`src/core/art_pkg.sv`:
```
// Summary of operation
// - Wide counter decrements, reloads one tick after zero
// - Wide timer runs from reset with all-ones reload
// - Wide load: high byte, then low byte reloads
// - Wide reload at zero raises reload pulse
// - Reload pulse toggles half-rate even-duty frequency output
// - Low read latches high byte for next read
// - Wide rate is input clock over N+1
// - Late load never cancels a scheduled pulse
// - Software waits half tick after wide load
// - Software uses byte accesses on wide registers
// - Narrow counters decrement, reload one tick after zero
// - Narrow timers idle after reset, reload writable
// - Narrow reload may be written during standby
// - Enable starts counting from reload value at once
// - Active narrow write restarts count from new value
// - Narrow wrap raises pulse and toggles output
// - Disable freezes counter, outputs low, reload kept
// - Narrow counts are never readable
// - Late disable emits an extra pulse at once
// - Late disable stores pulse, replayed on re-enable
// - Software waits half tick after narrow changes
// - Input clock rate per timer is fixed option
// - Narrow rate is input clock over N+1
package art_pkg;

	// ****************************************
	// Timer set layout
	// ****************************************
	localparam int unsigned ART_NUM_TIMERS = 5;
	localparam int unsigned ART_NUM_NARROW = 4;
	localparam int unsigned ART_PRE_W      = 8;

	// Fixed input clock option: pclk cycles per input clock of each timer, wide first.
	localparam int unsigned ART_IN_DIV [ART_NUM_TIMERS] = '{4, 8, 16, 32, 64};
	localparam int unsigned ART_DIV_MAX = 64;

	// Half an input clock of the slowest timer, the settling wait after loads.
	localparam int unsigned ART_SETTLE_CYC = ART_DIV_MAX / 2;

	// ****************************************
	// Device register port
	// ****************************************
	localparam logic [2:0]  ART_A_WIDE_LOW   = 3'h0;
	localparam logic [2:0]  ART_A_WIDE_HIGH  = 3'h1;
	localparam logic [2:0]  ART_A_NARROW0    = 3'h2;
	localparam logic [15:0] ART_WIDE_RST     = 16'hffff;
	localparam logic [7:0]  ART_BYTE_RST     = 8'hff;
	localparam logic [7:0]  ART_NARROW_RST   = 8'h00;

	// ****************************************
	// Controller APB map
	// ****************************************
	localparam logic [7:0] ART_OFS_ENABLE      = 8'h00;
	localparam logic [7:0] ART_OFS_NARROW_LOAD = 8'h04;
	localparam logic [7:0] ART_OFS_WIDE_LOAD   = 8'h08;
	localparam logic [7:0] ART_OFS_WIDE_COUNT  = 8'h0c;
	localparam logic [7:0] ART_OFS_STATUS      = 8'h10;
	localparam int unsigned ART_SETTLED_BIT    = 16;

endpackage

```
`src/core/art_if.sv`:
```
interface art_if
	import art_pkg::*;
(
	input wire logic pclk,
	input wire logic presetn
);
	logic                      reg_wr;
	logic                      reg_rd;
	logic [2:0]                reg_addr;
	logic [7:0]                reg_wdata;
	logic [7:0]                reg_rdata;
	logic [ART_NUM_NARROW-1:0] narrow_en;
	logic [ART_NUM_TIMERS-1:0] irq_src;
	logic [ART_NUM_TIMERS-1:0] freq_out;

	modport dev (
		input  pclk, presetn, reg_wr, reg_rd, reg_addr, reg_wdata, narrow_en,
		output reg_rdata, irq_src, freq_out
	);

	modport ctl (
		input  pclk, presetn, reg_rdata, irq_src, freq_out,
		output reg_wr, reg_rd, reg_addr, reg_wdata, narrow_en
	);
endinterface

```
`src/core/art_timer_dev.sv`:
```
module art_timer_dev
	import art_pkg::*;
(
	// Register port, enables and timer outputs
	art_if.dev bus
);

	// ****************************************
	// State
	// ****************************************
	// A pulse that a late load may no longer cancel waits in sched until the next
	// input clock; one caught by a late disable waits in nstore until the next enable.
	typedef struct packed {
		logic [15:0]                                wcnt;
		logic [15:0]                                wrel;
		logic [7:0]                                 whi_stage;
		logic [7:0]                                 whold;
		logic [7:0]                                 rdata;
		logic [ART_NUM_TIMERS-1:0][ART_PRE_W-1:0]   pre;
		logic [ART_NUM_NARROW-1:0][7:0]             ncnt;
		logic [ART_NUM_NARROW-1:0][7:0]             nrel;
		logic [ART_NUM_NARROW-1:0]                  nen_d;
		logic [ART_NUM_NARROW-1:0]                  nstore;
		logic [ART_NUM_TIMERS-1:0]                  sched;
		logic [ART_NUM_TIMERS-1:0]                  irq;
		logic [ART_NUM_TIMERS-1:0]                  fout;
	} art_dev_s;

	art_dev_s st_r;
	art_dev_s st_nxt;
	logic [ART_NUM_TIMERS-1:0] tick;
	logic [ART_NUM_TIMERS-1:0] late;
	logic [ART_NUM_NARROW-1:0] en_rise;
	logic [ART_NUM_NARROW-1:0] en_fall;
	logic [ART_NUM_NARROW-1:0] nwr_hit;

	// ****************************************
	// Input clock enables
	// ****************************************
	// Every timer shares pclk; its input clock is a one-cycle tick from a free-running
	// prescaler whose length is a fixed option, never a register.
	// The late half of an input clock is the window in which a load can no longer
	// cancel a pending pulse, and in which a disable produces the extra pulse.
	always_comb
	begin
		for (int i = 0; i < ART_NUM_TIMERS; i++)
		begin
			tick[i] = (st_r.pre[i] == ART_PRE_W'(ART_IN_DIV[i] - 1));
			late[i] = (st_r.pre[i] >= ART_PRE_W'(ART_IN_DIV[i] / 2));
		end
		late[0] = late[0] && (st_r.wcnt == 16'h0000);
		for (int i = 0; i < ART_NUM_NARROW; i++)
			late[i + 1] = late[i + 1] && (st_r.ncnt[i] == 8'h00) && st_r.nen_d[i];
	end

	// ****************************************
	// Enable edges and write decode
	// ****************************************
	// The registered copy of each enable marks the cycle in which a timer leaves or
	// enters standby; the count start and the late-disable pulse both hang on it.
	always_comb
	begin
		for (int i = 0; i < ART_NUM_NARROW; i++)
		begin
			en_rise[i] = bus.narrow_en[i] && !st_r.nen_d[i];
			en_fall[i] = !bus.narrow_en[i] && st_r.nen_d[i];
			nwr_hit[i] = bus.reg_wr && (bus.reg_addr == ART_A_NARROW0 + 3'(i));
		end
	end

	// ****************************************
	// Next state
	// ****************************************
	always_comb
	begin
		logic pulse;
		pulse  = 1'b0;
		st_nxt = st_r;

		for (int i = 0; i < ART_NUM_TIMERS; i++)
			st_nxt.pre[i] = tick[i] ? '0 : st_r.pre[i] + 1'b1;

		// Wide timer never stops. Its pulse is rewritten only on ticks, so it stands
		// for one whole input clock and then drops unless the next tick reloads again.
		if (tick[0])
		begin
			pulse = (st_r.wcnt == 16'h0000) || st_r.sched[0];
			st_nxt.irq[0]   = pulse;
			st_nxt.fout[0]  = st_r.fout[0] ^ pulse;
			st_nxt.sched[0] = 1'b0;
			st_nxt.wcnt     = (st_r.wcnt == 16'h0000) ? st_r.wrel
			                                          : st_r.wcnt - 1'b1;
		end

		for (int i = 0; i < ART_NUM_NARROW; i++)
		begin
			// Standby holds the counter. A pulse stored by a late disable comes back as
			// the scheduled one after the next enable, whatever was loaded meanwhile.
			st_nxt.nen_d[i] = bus.narrow_en[i];
			if (en_rise[i])
			begin
				st_nxt.ncnt[i]      = st_r.nrel[i];
				st_nxt.sched[i + 1] = st_r.nstore[i];
				st_nxt.nstore[i]    = 1'b0;
			end
			else if (en_fall[i])
			begin
				st_nxt.fout[i + 1] = 1'b0;
				st_nxt.irq[i + 1]  = late[i + 1];
				st_nxt.nstore[i]   = late[i + 1] | st_r.sched[i + 1];
				st_nxt.sched[i + 1] = 1'b0;
			end
			else if (!st_r.nen_d[i])
			begin
				// Counter frozen; a pending extra pulse ends with the input clock.
				if (tick[i + 1])
					st_nxt.irq[i + 1] = 1'b0;
			end
			else if (tick[i + 1])
			begin
				pulse = (st_r.ncnt[i] == 8'h00) || st_r.sched[i + 1];
				st_nxt.irq[i + 1]   = pulse;
				st_nxt.fout[i + 1]  = st_r.fout[i + 1] ^ pulse;
				st_nxt.sched[i + 1] = 1'b0;
				st_nxt.ncnt[i] = (st_r.ncnt[i] == 8'h00) ? st_r.nrel[i]
				                                         : st_r.ncnt[i] - 1'b1;
			end
		end

		// ****************************************
		// Register port
		// ****************************************
		if (bus.reg_wr)
		begin
			if (bus.reg_addr == ART_A_WIDE_HIGH)
				st_nxt.whi_stage = bus.reg_wdata;
			else if (bus.reg_addr == ART_A_WIDE_LOW)
			begin
				st_nxt.wrel = {st_r.whi_stage, bus.reg_wdata};
				st_nxt.wcnt = {st_r.whi_stage, bus.reg_wdata};
				if (late[0] && !tick[0])
					st_nxt.sched[0] = 1'b1;
			end
			else
			begin
				// In standby a load lands only in the reload register and waits for the
				// enable; a running timer restarts from it at once.
				for (int i = 0; i < ART_NUM_NARROW; i++)
				begin
					if (nwr_hit[i])
					begin
						st_nxt.nrel[i] = bus.reg_wdata;
						if (st_r.nen_d[i] && bus.narrow_en[i])
						begin
							st_nxt.ncnt[i] = bus.reg_wdata;
							if (late[i + 1] && !tick[i + 1])
								st_nxt.sched[i + 1] = 1'b1;
						end
					end
				end
			end
		end

		// Freezing the high byte on the low read keeps a time stamp consistent even
		// when the count borrows between the two reads.
		if (bus.reg_rd)
		begin
			if (bus.reg_addr == ART_A_WIDE_LOW)
			begin
				st_nxt.rdata = st_r.wcnt[7:0];
				st_nxt.whold = st_r.wcnt[15:8];
			end
			else if (bus.reg_addr == ART_A_WIDE_HIGH)
				st_nxt.rdata = st_r.whold;
			else
				st_nxt.rdata = 8'h00;
		end
	end

	// ****************************************
	// Registers
	// ****************************************
	// Only constants enter the reset branch. The wide timer leaves reset loaded with
	// all ones, so its first pulse is a full longest period away.
	always_ff @(posedge bus.pclk or negedge bus.presetn)
	begin
		if (!bus.presetn)
		begin
			st_r           <= '0;
			st_r.wcnt      <= ART_WIDE_RST;
			st_r.wrel      <= ART_WIDE_RST;
			st_r.whi_stage <= ART_BYTE_RST;
			st_r.whold     <= ART_BYTE_RST;
			st_r.nrel      <= {ART_NUM_NARROW{ART_NARROW_RST}};
		end
		else
			st_r <= st_nxt;
	end

	// ****************************************
	// Outputs
	// ****************************************
	// Every output comes straight from a flop, so the interrupt controller and the
	// pins never see a decode glitch.
	assign bus.reg_rdata = st_r.rdata;
	assign bus.irq_src   = st_r.irq;
	assign bus.freq_out  = st_r.fout;

endmodule

```
`src/flat_wrapper.sv`:
```
// flat-port wrapper written by rule: the top's interface ports become plain ports
module art_timer_dev_flat import art_pkg::*;
  (pclk, presetn, bus_reg_wr, bus_reg_rd, bus_reg_addr, bus_reg_wdata, bus_narrow_en, bus_reg_rdata, bus_irq_src, bus_freq_out);
  art_if bus_i (.pclk(pclk), .presetn(presetn));
  input wire logic pclk;
  input wire logic presetn;
  input wire logic [$bits(bus_i.reg_wr)-1:0] bus_reg_wr;
  input wire logic [$bits(bus_i.reg_rd)-1:0] bus_reg_rd;
  input wire logic [$bits(bus_i.reg_addr)-1:0] bus_reg_addr;
  input wire logic [$bits(bus_i.reg_wdata)-1:0] bus_reg_wdata;
  input wire logic [$bits(bus_i.narrow_en)-1:0] bus_narrow_en;
  output wire logic [$bits(bus_i.reg_rdata)-1:0] bus_reg_rdata;
  output wire logic [$bits(bus_i.irq_src)-1:0] bus_irq_src;
  output wire logic [$bits(bus_i.freq_out)-1:0] bus_freq_out;
  assign bus_i.reg_wr = bus_reg_wr;
  assign bus_i.reg_rd = bus_reg_rd;
  assign bus_i.reg_addr = bus_reg_addr;
  assign bus_i.reg_wdata = bus_reg_wdata;
  assign bus_i.narrow_en = bus_narrow_en;
  assign bus_reg_rdata = bus_i.reg_rdata;
  assign bus_irq_src = bus_i.irq_src;
  assign bus_freq_out = bus_i.freq_out;
  art_timer_dev u_core (.bus(bus_i));
endmodule
```
`config.mk`:
```
export PLATFORM = sky130hd
export DESIGN_NAME = art_timer_dev_flat
export DESIGN_NICKNAME = d
export VERILOG_FILES = /design/src/core/art_pkg.sv /design/src/core/art_if.sv /design/src/core/art_timer_dev.sv /design/src/flat_wrapper.sv
export SDC_FILE = /design/constraint.sdc
export NUM_CORES = 1
export LEC_CHECK = 0
export BUFFER_PORTS_ARGS = -buffer_cell sky130_fd_sc_hd__buf_4
export CELL_PAD_IN_SITES_DETAIL_PLACEMENT = 0
export CELL_PAD_IN_SITES_GLOBAL_PLACEMENT = 2
export CORE_MARGIN = 8
export CORE_UTILIZATION = 37
export CTS_CLUSTER_SIZE = 10
export DETAILED_ROUTE_END_ITERATION = 12
export GPL_ROUTABILITY_DRIVEN = 0
export GPL_TIMING_DRIVEN = 0
export PLACE_DENSITY = 0.84
export SYNTH_ARGS = -nofsm -noshare
export SYNTH_HDL_FRONTEND = slang
export SYNTH_SLANG_ARGS = --single-unit
```
`constraint.sdc`:
```
create_clock -name pclk -period 2.3 [get_ports pclk]
set_clock_uncertainty 0.05 [all_clocks]
set_input_delay 0.115 -clock pclk [delete_from_list [all_inputs] [get_ports pclk]]
set_output_delay 0.115 -clock pclk [all_outputs]
set_load 0.02 [all_outputs]
```
**Word-level counts from Yosys, hierarchy flattened**

Cells that the tools add are included.

- Add/sub/neg operators: 10
- $mul: 0
- Div/mod/pow operators: 0
- Magnitude comparators: 5
- Equality and inequality tests: 10
- Shifts and indexed selects: 0
- Muxes and demuxes: 118
- Bitwise gates (word level): 15
- Reductions and logical operators: 81

Operators by type and width:

| operator | count |
|---|---|
| $mux W8 | 40 |
| $mux W64 | 3 |
| $mux W1 | 67 |
| $mux W32 | 2 |
| $add A8 B1 Y8 const B | 5 |
| $mux W40 | 1 |
| $logic_not A8 Y1 | 4 |
| $mux W16 | 2 |
| $sub A8 B1 Y8 const B | 4 |
| $logic_and A1 B1 Y1 | 30 |
| $reduce_bool A2 Y1 | 12 |
| $logic_not A16 Y1 | 1 |
| $reduce_and A4 Y1 | 4 |
| $sub A16 B1 Y16 const B | 1 |
| $reduce_and A3 Y1 | 5 |
| $logic_not A1 Y1 | 13 |
| $reduce_and A2 Y1 | 6 |
| $mux W5 | 2 |
| $eq A8 B2 Y1 const B | 1 |
| $eq A8 B3 Y1 const B | 1 |
| $eq A8 B4 Y1 const B | 1 |
| $eq A8 B5 Y1 const B | 1 |
| $eq A8 B6 Y1 const B | 1 |
| $ge A8 B2 Y1 const B | 1 |
| other kinds (13) | 31 |

- Register bits after elaboration: 183
- Bits in latches: 0
- Memory bits (writable): 0
- Memory bits (read-only): 0
- Output and inout port bits: 18
- Logic and storage cells: 273
- Memories: 0

**Depth between registers and ports, before layout**

- Depth in word-level cells: 11
- Mapped depth: 9

**Worst setup path after synthesis**

OpenSTA, ideal clock, no wires.

- Kind: reg2reg
- Start point: register u_core.st_r[55] (netlist name)
- End point: register u_core.st_r[15] (netlist name)
- Arrival time: 2087 ps
- Data required time: 2155 ps
- Path slack: 68 ps
- Cell stages (with the launch flop): 10
- Path buffers: 2
- Period minus slack after synthesis: 2232 ps
- Path through: dfrtp_1 > inv_1 > ha_1 > or3b_1 > clkbuf_1 > or3_1 > clkbuf_1 > nor3_1 > nor2_1 > o31ai_1

- Longest elaborated chain between the ends: 6

RTL lines:

| item | RTL line | source |
|---|---|---|
| start: declaration | art_timer_dev.sv:29 | `art_dev_s st_r;` |
| start signal: assignment | art_timer_dev.sv:197 | `st_r <= st_nxt;` |
| $logic_not A8 Y1 | art_timer_dev.sv:53 | `late[i + 1] = late[i + 1] && (st_r.ncnt[i] == 8'h00) && st_r.nen_d[i];` |
| $logic_and A1 B1 Y1 (2 in series) | art_timer_dev.sv:53 |  |
| $or A1 B1 Y1 | art_timer_dev.sv:110 | `st_nxt.nstore[i] = late[i + 1] \| st_r.sched[i + 1];` |
| $mux W1 | art_timer_dev.sv:106 | `else if (en_fall[i])` |
| $mux W1 | art_timer_dev.sv:100 | `if (en_rise[i])` |

No other way between the ends. The select of a mux whose other input is x is not followed.
A chain may end at the register's enable or synchronous reset.

==> results.py <==
metrics = {
    "detailed_routing": {
        "vias": 7544,
        "ant_nets": 0,
        "dr.pass1.iters": 4,
        "wire_per_inst_um": 16.5,
        "viasPerCell": 5.31,
        "drt_wl_total_um": 23500,
        "drt_iter0_drc": 459,
        "drc": 0,
    },
    "yosys": {
        "syn_nets": 1052,
        "synth_top_cell_by_area": "dfrtp_1",
        "ys_top_cells_by_count": "dfrtp_1, nand2_1, nor2_1, o21ai_0, mux2_2",
        "yosysMostFrequentCell": "dfrtp_1",
        "synth_edf_count": 0,
        "ys.flop_type": "dfrtp_1",
        "synth_area_per_cell_um2": 9.73,
        "ys_warn_count": 0,
        "synth_cell_types": 69,
        "ys_seq_elements": 183,
        "synth_area_leaders": "dfrtp_1, dfstp_2, mux2_2",
        "synth_cells": 1004,
        "seq_area_frac_synth_pct": 47.5,
        "synthArstFlopShare_pct": 100,
        "synth_top_area_share_pct": 34.6,
        "syn_area_um2": 9770,
    },
    "sta": {
        "finalSetupTns_ns": 0,
        "fmax_ghz": 0.443,
        "setup_viol_count_final": 0,
        "grt_setup_unrepaired": "true",
        "relSlewSlack_pct": 15.4,
        "period_share_pct": 98.1,
        "finalHoldViolations": 0,
        "slew_violations": 0,
        "fin_crit_ns": 2.26,
        "tightestPinTransition_ns": 1.25,
    },
    "critical_path": {
        "required_ns": 2.58,
        "critPathSlowestCell": "or4_4",
        "cp-start-kind": "flip-flop",
        "crit_fanout": 10,
        "path_class": "flip-flop to flip-flop",
        "max_stage_delay_ns": 0.55,
        "worstPathCellList": "or4_4, or4b_4, buf_6, buf_8, a21oi_2, nor2_1, o41ai_2",
        "worstPathArrival_ns": 2.54,
        "path_delay_family": "simple AND/OR/NAND/NOR gates",
        "endpoint_kind": "flip-flop",
        "cp.buffers_inverters": 2,
    },
    "global_route": {
        "grt_pass1_wl_um": 39400,
        "first_global_vias": 7350,
        "globalRouteTotalUtil_pct": 15.2,
        "antenna_found_initial": 0,
        "grt.overflow.total": 0,
        "grt_max_degree": 120,
    },
    "hold_path": {
        "hold_path_class": "input pin to flip-flop",
    },
    "cts": {
        "numCtsBuffers": 17,
        "cts_num_sinks": 183,
        "clk_latency_ns": 0.43,
        "clock-root-buffer": "clkbuf_16",
        "h-tree-depth": 4,
        "clockBufferDepth": 2,
        "clk_pin_slew_ns": 0.07,
        "cts_tree": "built",
    },
    "die": {
        "die_h_um": 178,
        "rows": 59,
        "core_um2": 26000,
        "dieArea_um2": 31900,
        "ios": 37,
        "start_util_pct": 37.6,
        "fp.dieW_um": 178,
    },
    "final_layout": {
        "nNetsFinal": 1120,
        "layout-drive-gt1-share_pct": 22.2,
        "seqCellArea_um2": 4640,
        "nFillCells": 2592,
        "fin_cells": 1420,
        "antenna_cells": 0,
        "multiInputGateArea_um2": 4830,
        "area_growth_pct": 16.8,
    },
    "power_and_ir_drop": {
        "p_leak_nw": 4.81,
        "vdd_drop_max_mv": 0.429,
        "power_density_nw_per_um2": 782,
    },
    "flow_run": {
        "drv_cap": 0,
    },
    "place": {
        "dp.cells": 1370,
        "hpwl_um": 16000,
        "portBuffers": 30,
    },
    "outcome": {
        "outcome": "complete, no violations",
    },
}
==> layout by cell type, fill, tap and decap left out, types with 12 or more instances in the layout <==
cell       count
a21oi_1       40
a31oi_1       20
and3_1        18
buf_4         60
clkbuf_1      31
clkbuf_16     17
dfrtp_1      135
dfstp_2       48
ha_1          28
inv_1         50
mux2_2        51
mux2i_1       12
nand2_1      115
nand3_1       31
nor2_1        73
nor3_1        22
o21ai_0       54
o22ai_1       17
o31ai_1       17
xnor2_1       25
==> through the flow <==
step	utilization, %	hold slack (ns)	setup slack [ns]	instance area (um^2)	power, mW
floorplan	-	-0.231	0.0678	9770	5.44
global placement	40.1	0.206	-0.465	10400	5.95
detailed placement	40.2	0.0667	-0.389	10400	5.99
CTS	43.3	0.0395	-0.0114	11300	8.96
global route	43.9	0.0576	-0.0619	11400	9.43
finish	43.9	0.0462	0.0431	11400	8.92
==> report_power, final <==
part / internal (mW) / switching, mW
clock: 1.61 / 1.26
sequential: 3.91 / 0.550
combinational: 0.769 / 0.815
==> path summary, 6_finish.rpt <==
check                                  from                       to  slack (ns)  depth (start not counted)
max reg2reg                 u_core.st_r[90]         u_core.st_r[175]        0.04                          7
max in group asynchronous           presetn          u_core.st_r[64]        1.03                          3
min                              bus_reg_rd  u_core.bus.reg_rdata[4]        0.05                          2
max                         u_core.st_r[90]         u_core.st_r[175]        0.04                          7
min in group asynchronous           presetn         u_core.st_r[108]        0.17                          2
min reg2reg                u_core.st_r[156]         u_core.st_r[156]        0.41                          2
==> state kept, by name (all words and copies together) (netlist names) <==
register,flops
u_core.st_r,165
u_core.bus.reg_rdata,8
u_core.bus.freq_out,5
u_core.bus.irq_src,5
==> logic make-up after synthesis <==
logic type / share of synthesized area [%]
simple gates: 19.1
xor+xnor: 3.14
flops: 47.5
mux: 7.11
compound gates: 14.2
buf+inv: 5.19
fa+ha+maj: 3.71
==> layer usage <==
layer,wire (um),track usage (%),vias up
met2,10400,22.4,137
met1,12000,22.7,3679
li1,-,-,3713
met4,236,4.37,0
met3,854,2.07,15
met5,0,0,-
==> final cells by class <==
class | instances | area share, %
Buffer | 57 | 2.69
Clock inverter | 10 | 0.834
Multi-Input combinational cell | 710 | 42.3
Timing Repair Buffer | 53 | 3.93
Tap cell | 335 | 3.67
Clock buffer | 22 | 4.24
Sequential cell | 183 | 40.7
Inverter | 50 | 1.65
==> timing repair <==
action	in CTS	in global routing
hold endpoints to repair	72	0
buffers inserted	5	8
endpoints found under the setup margin	42	43
hold buffers	9	0
resized for setup	21	25
pin swaps	4	2
Note: power is estimated with default switching activity, not from simulation.
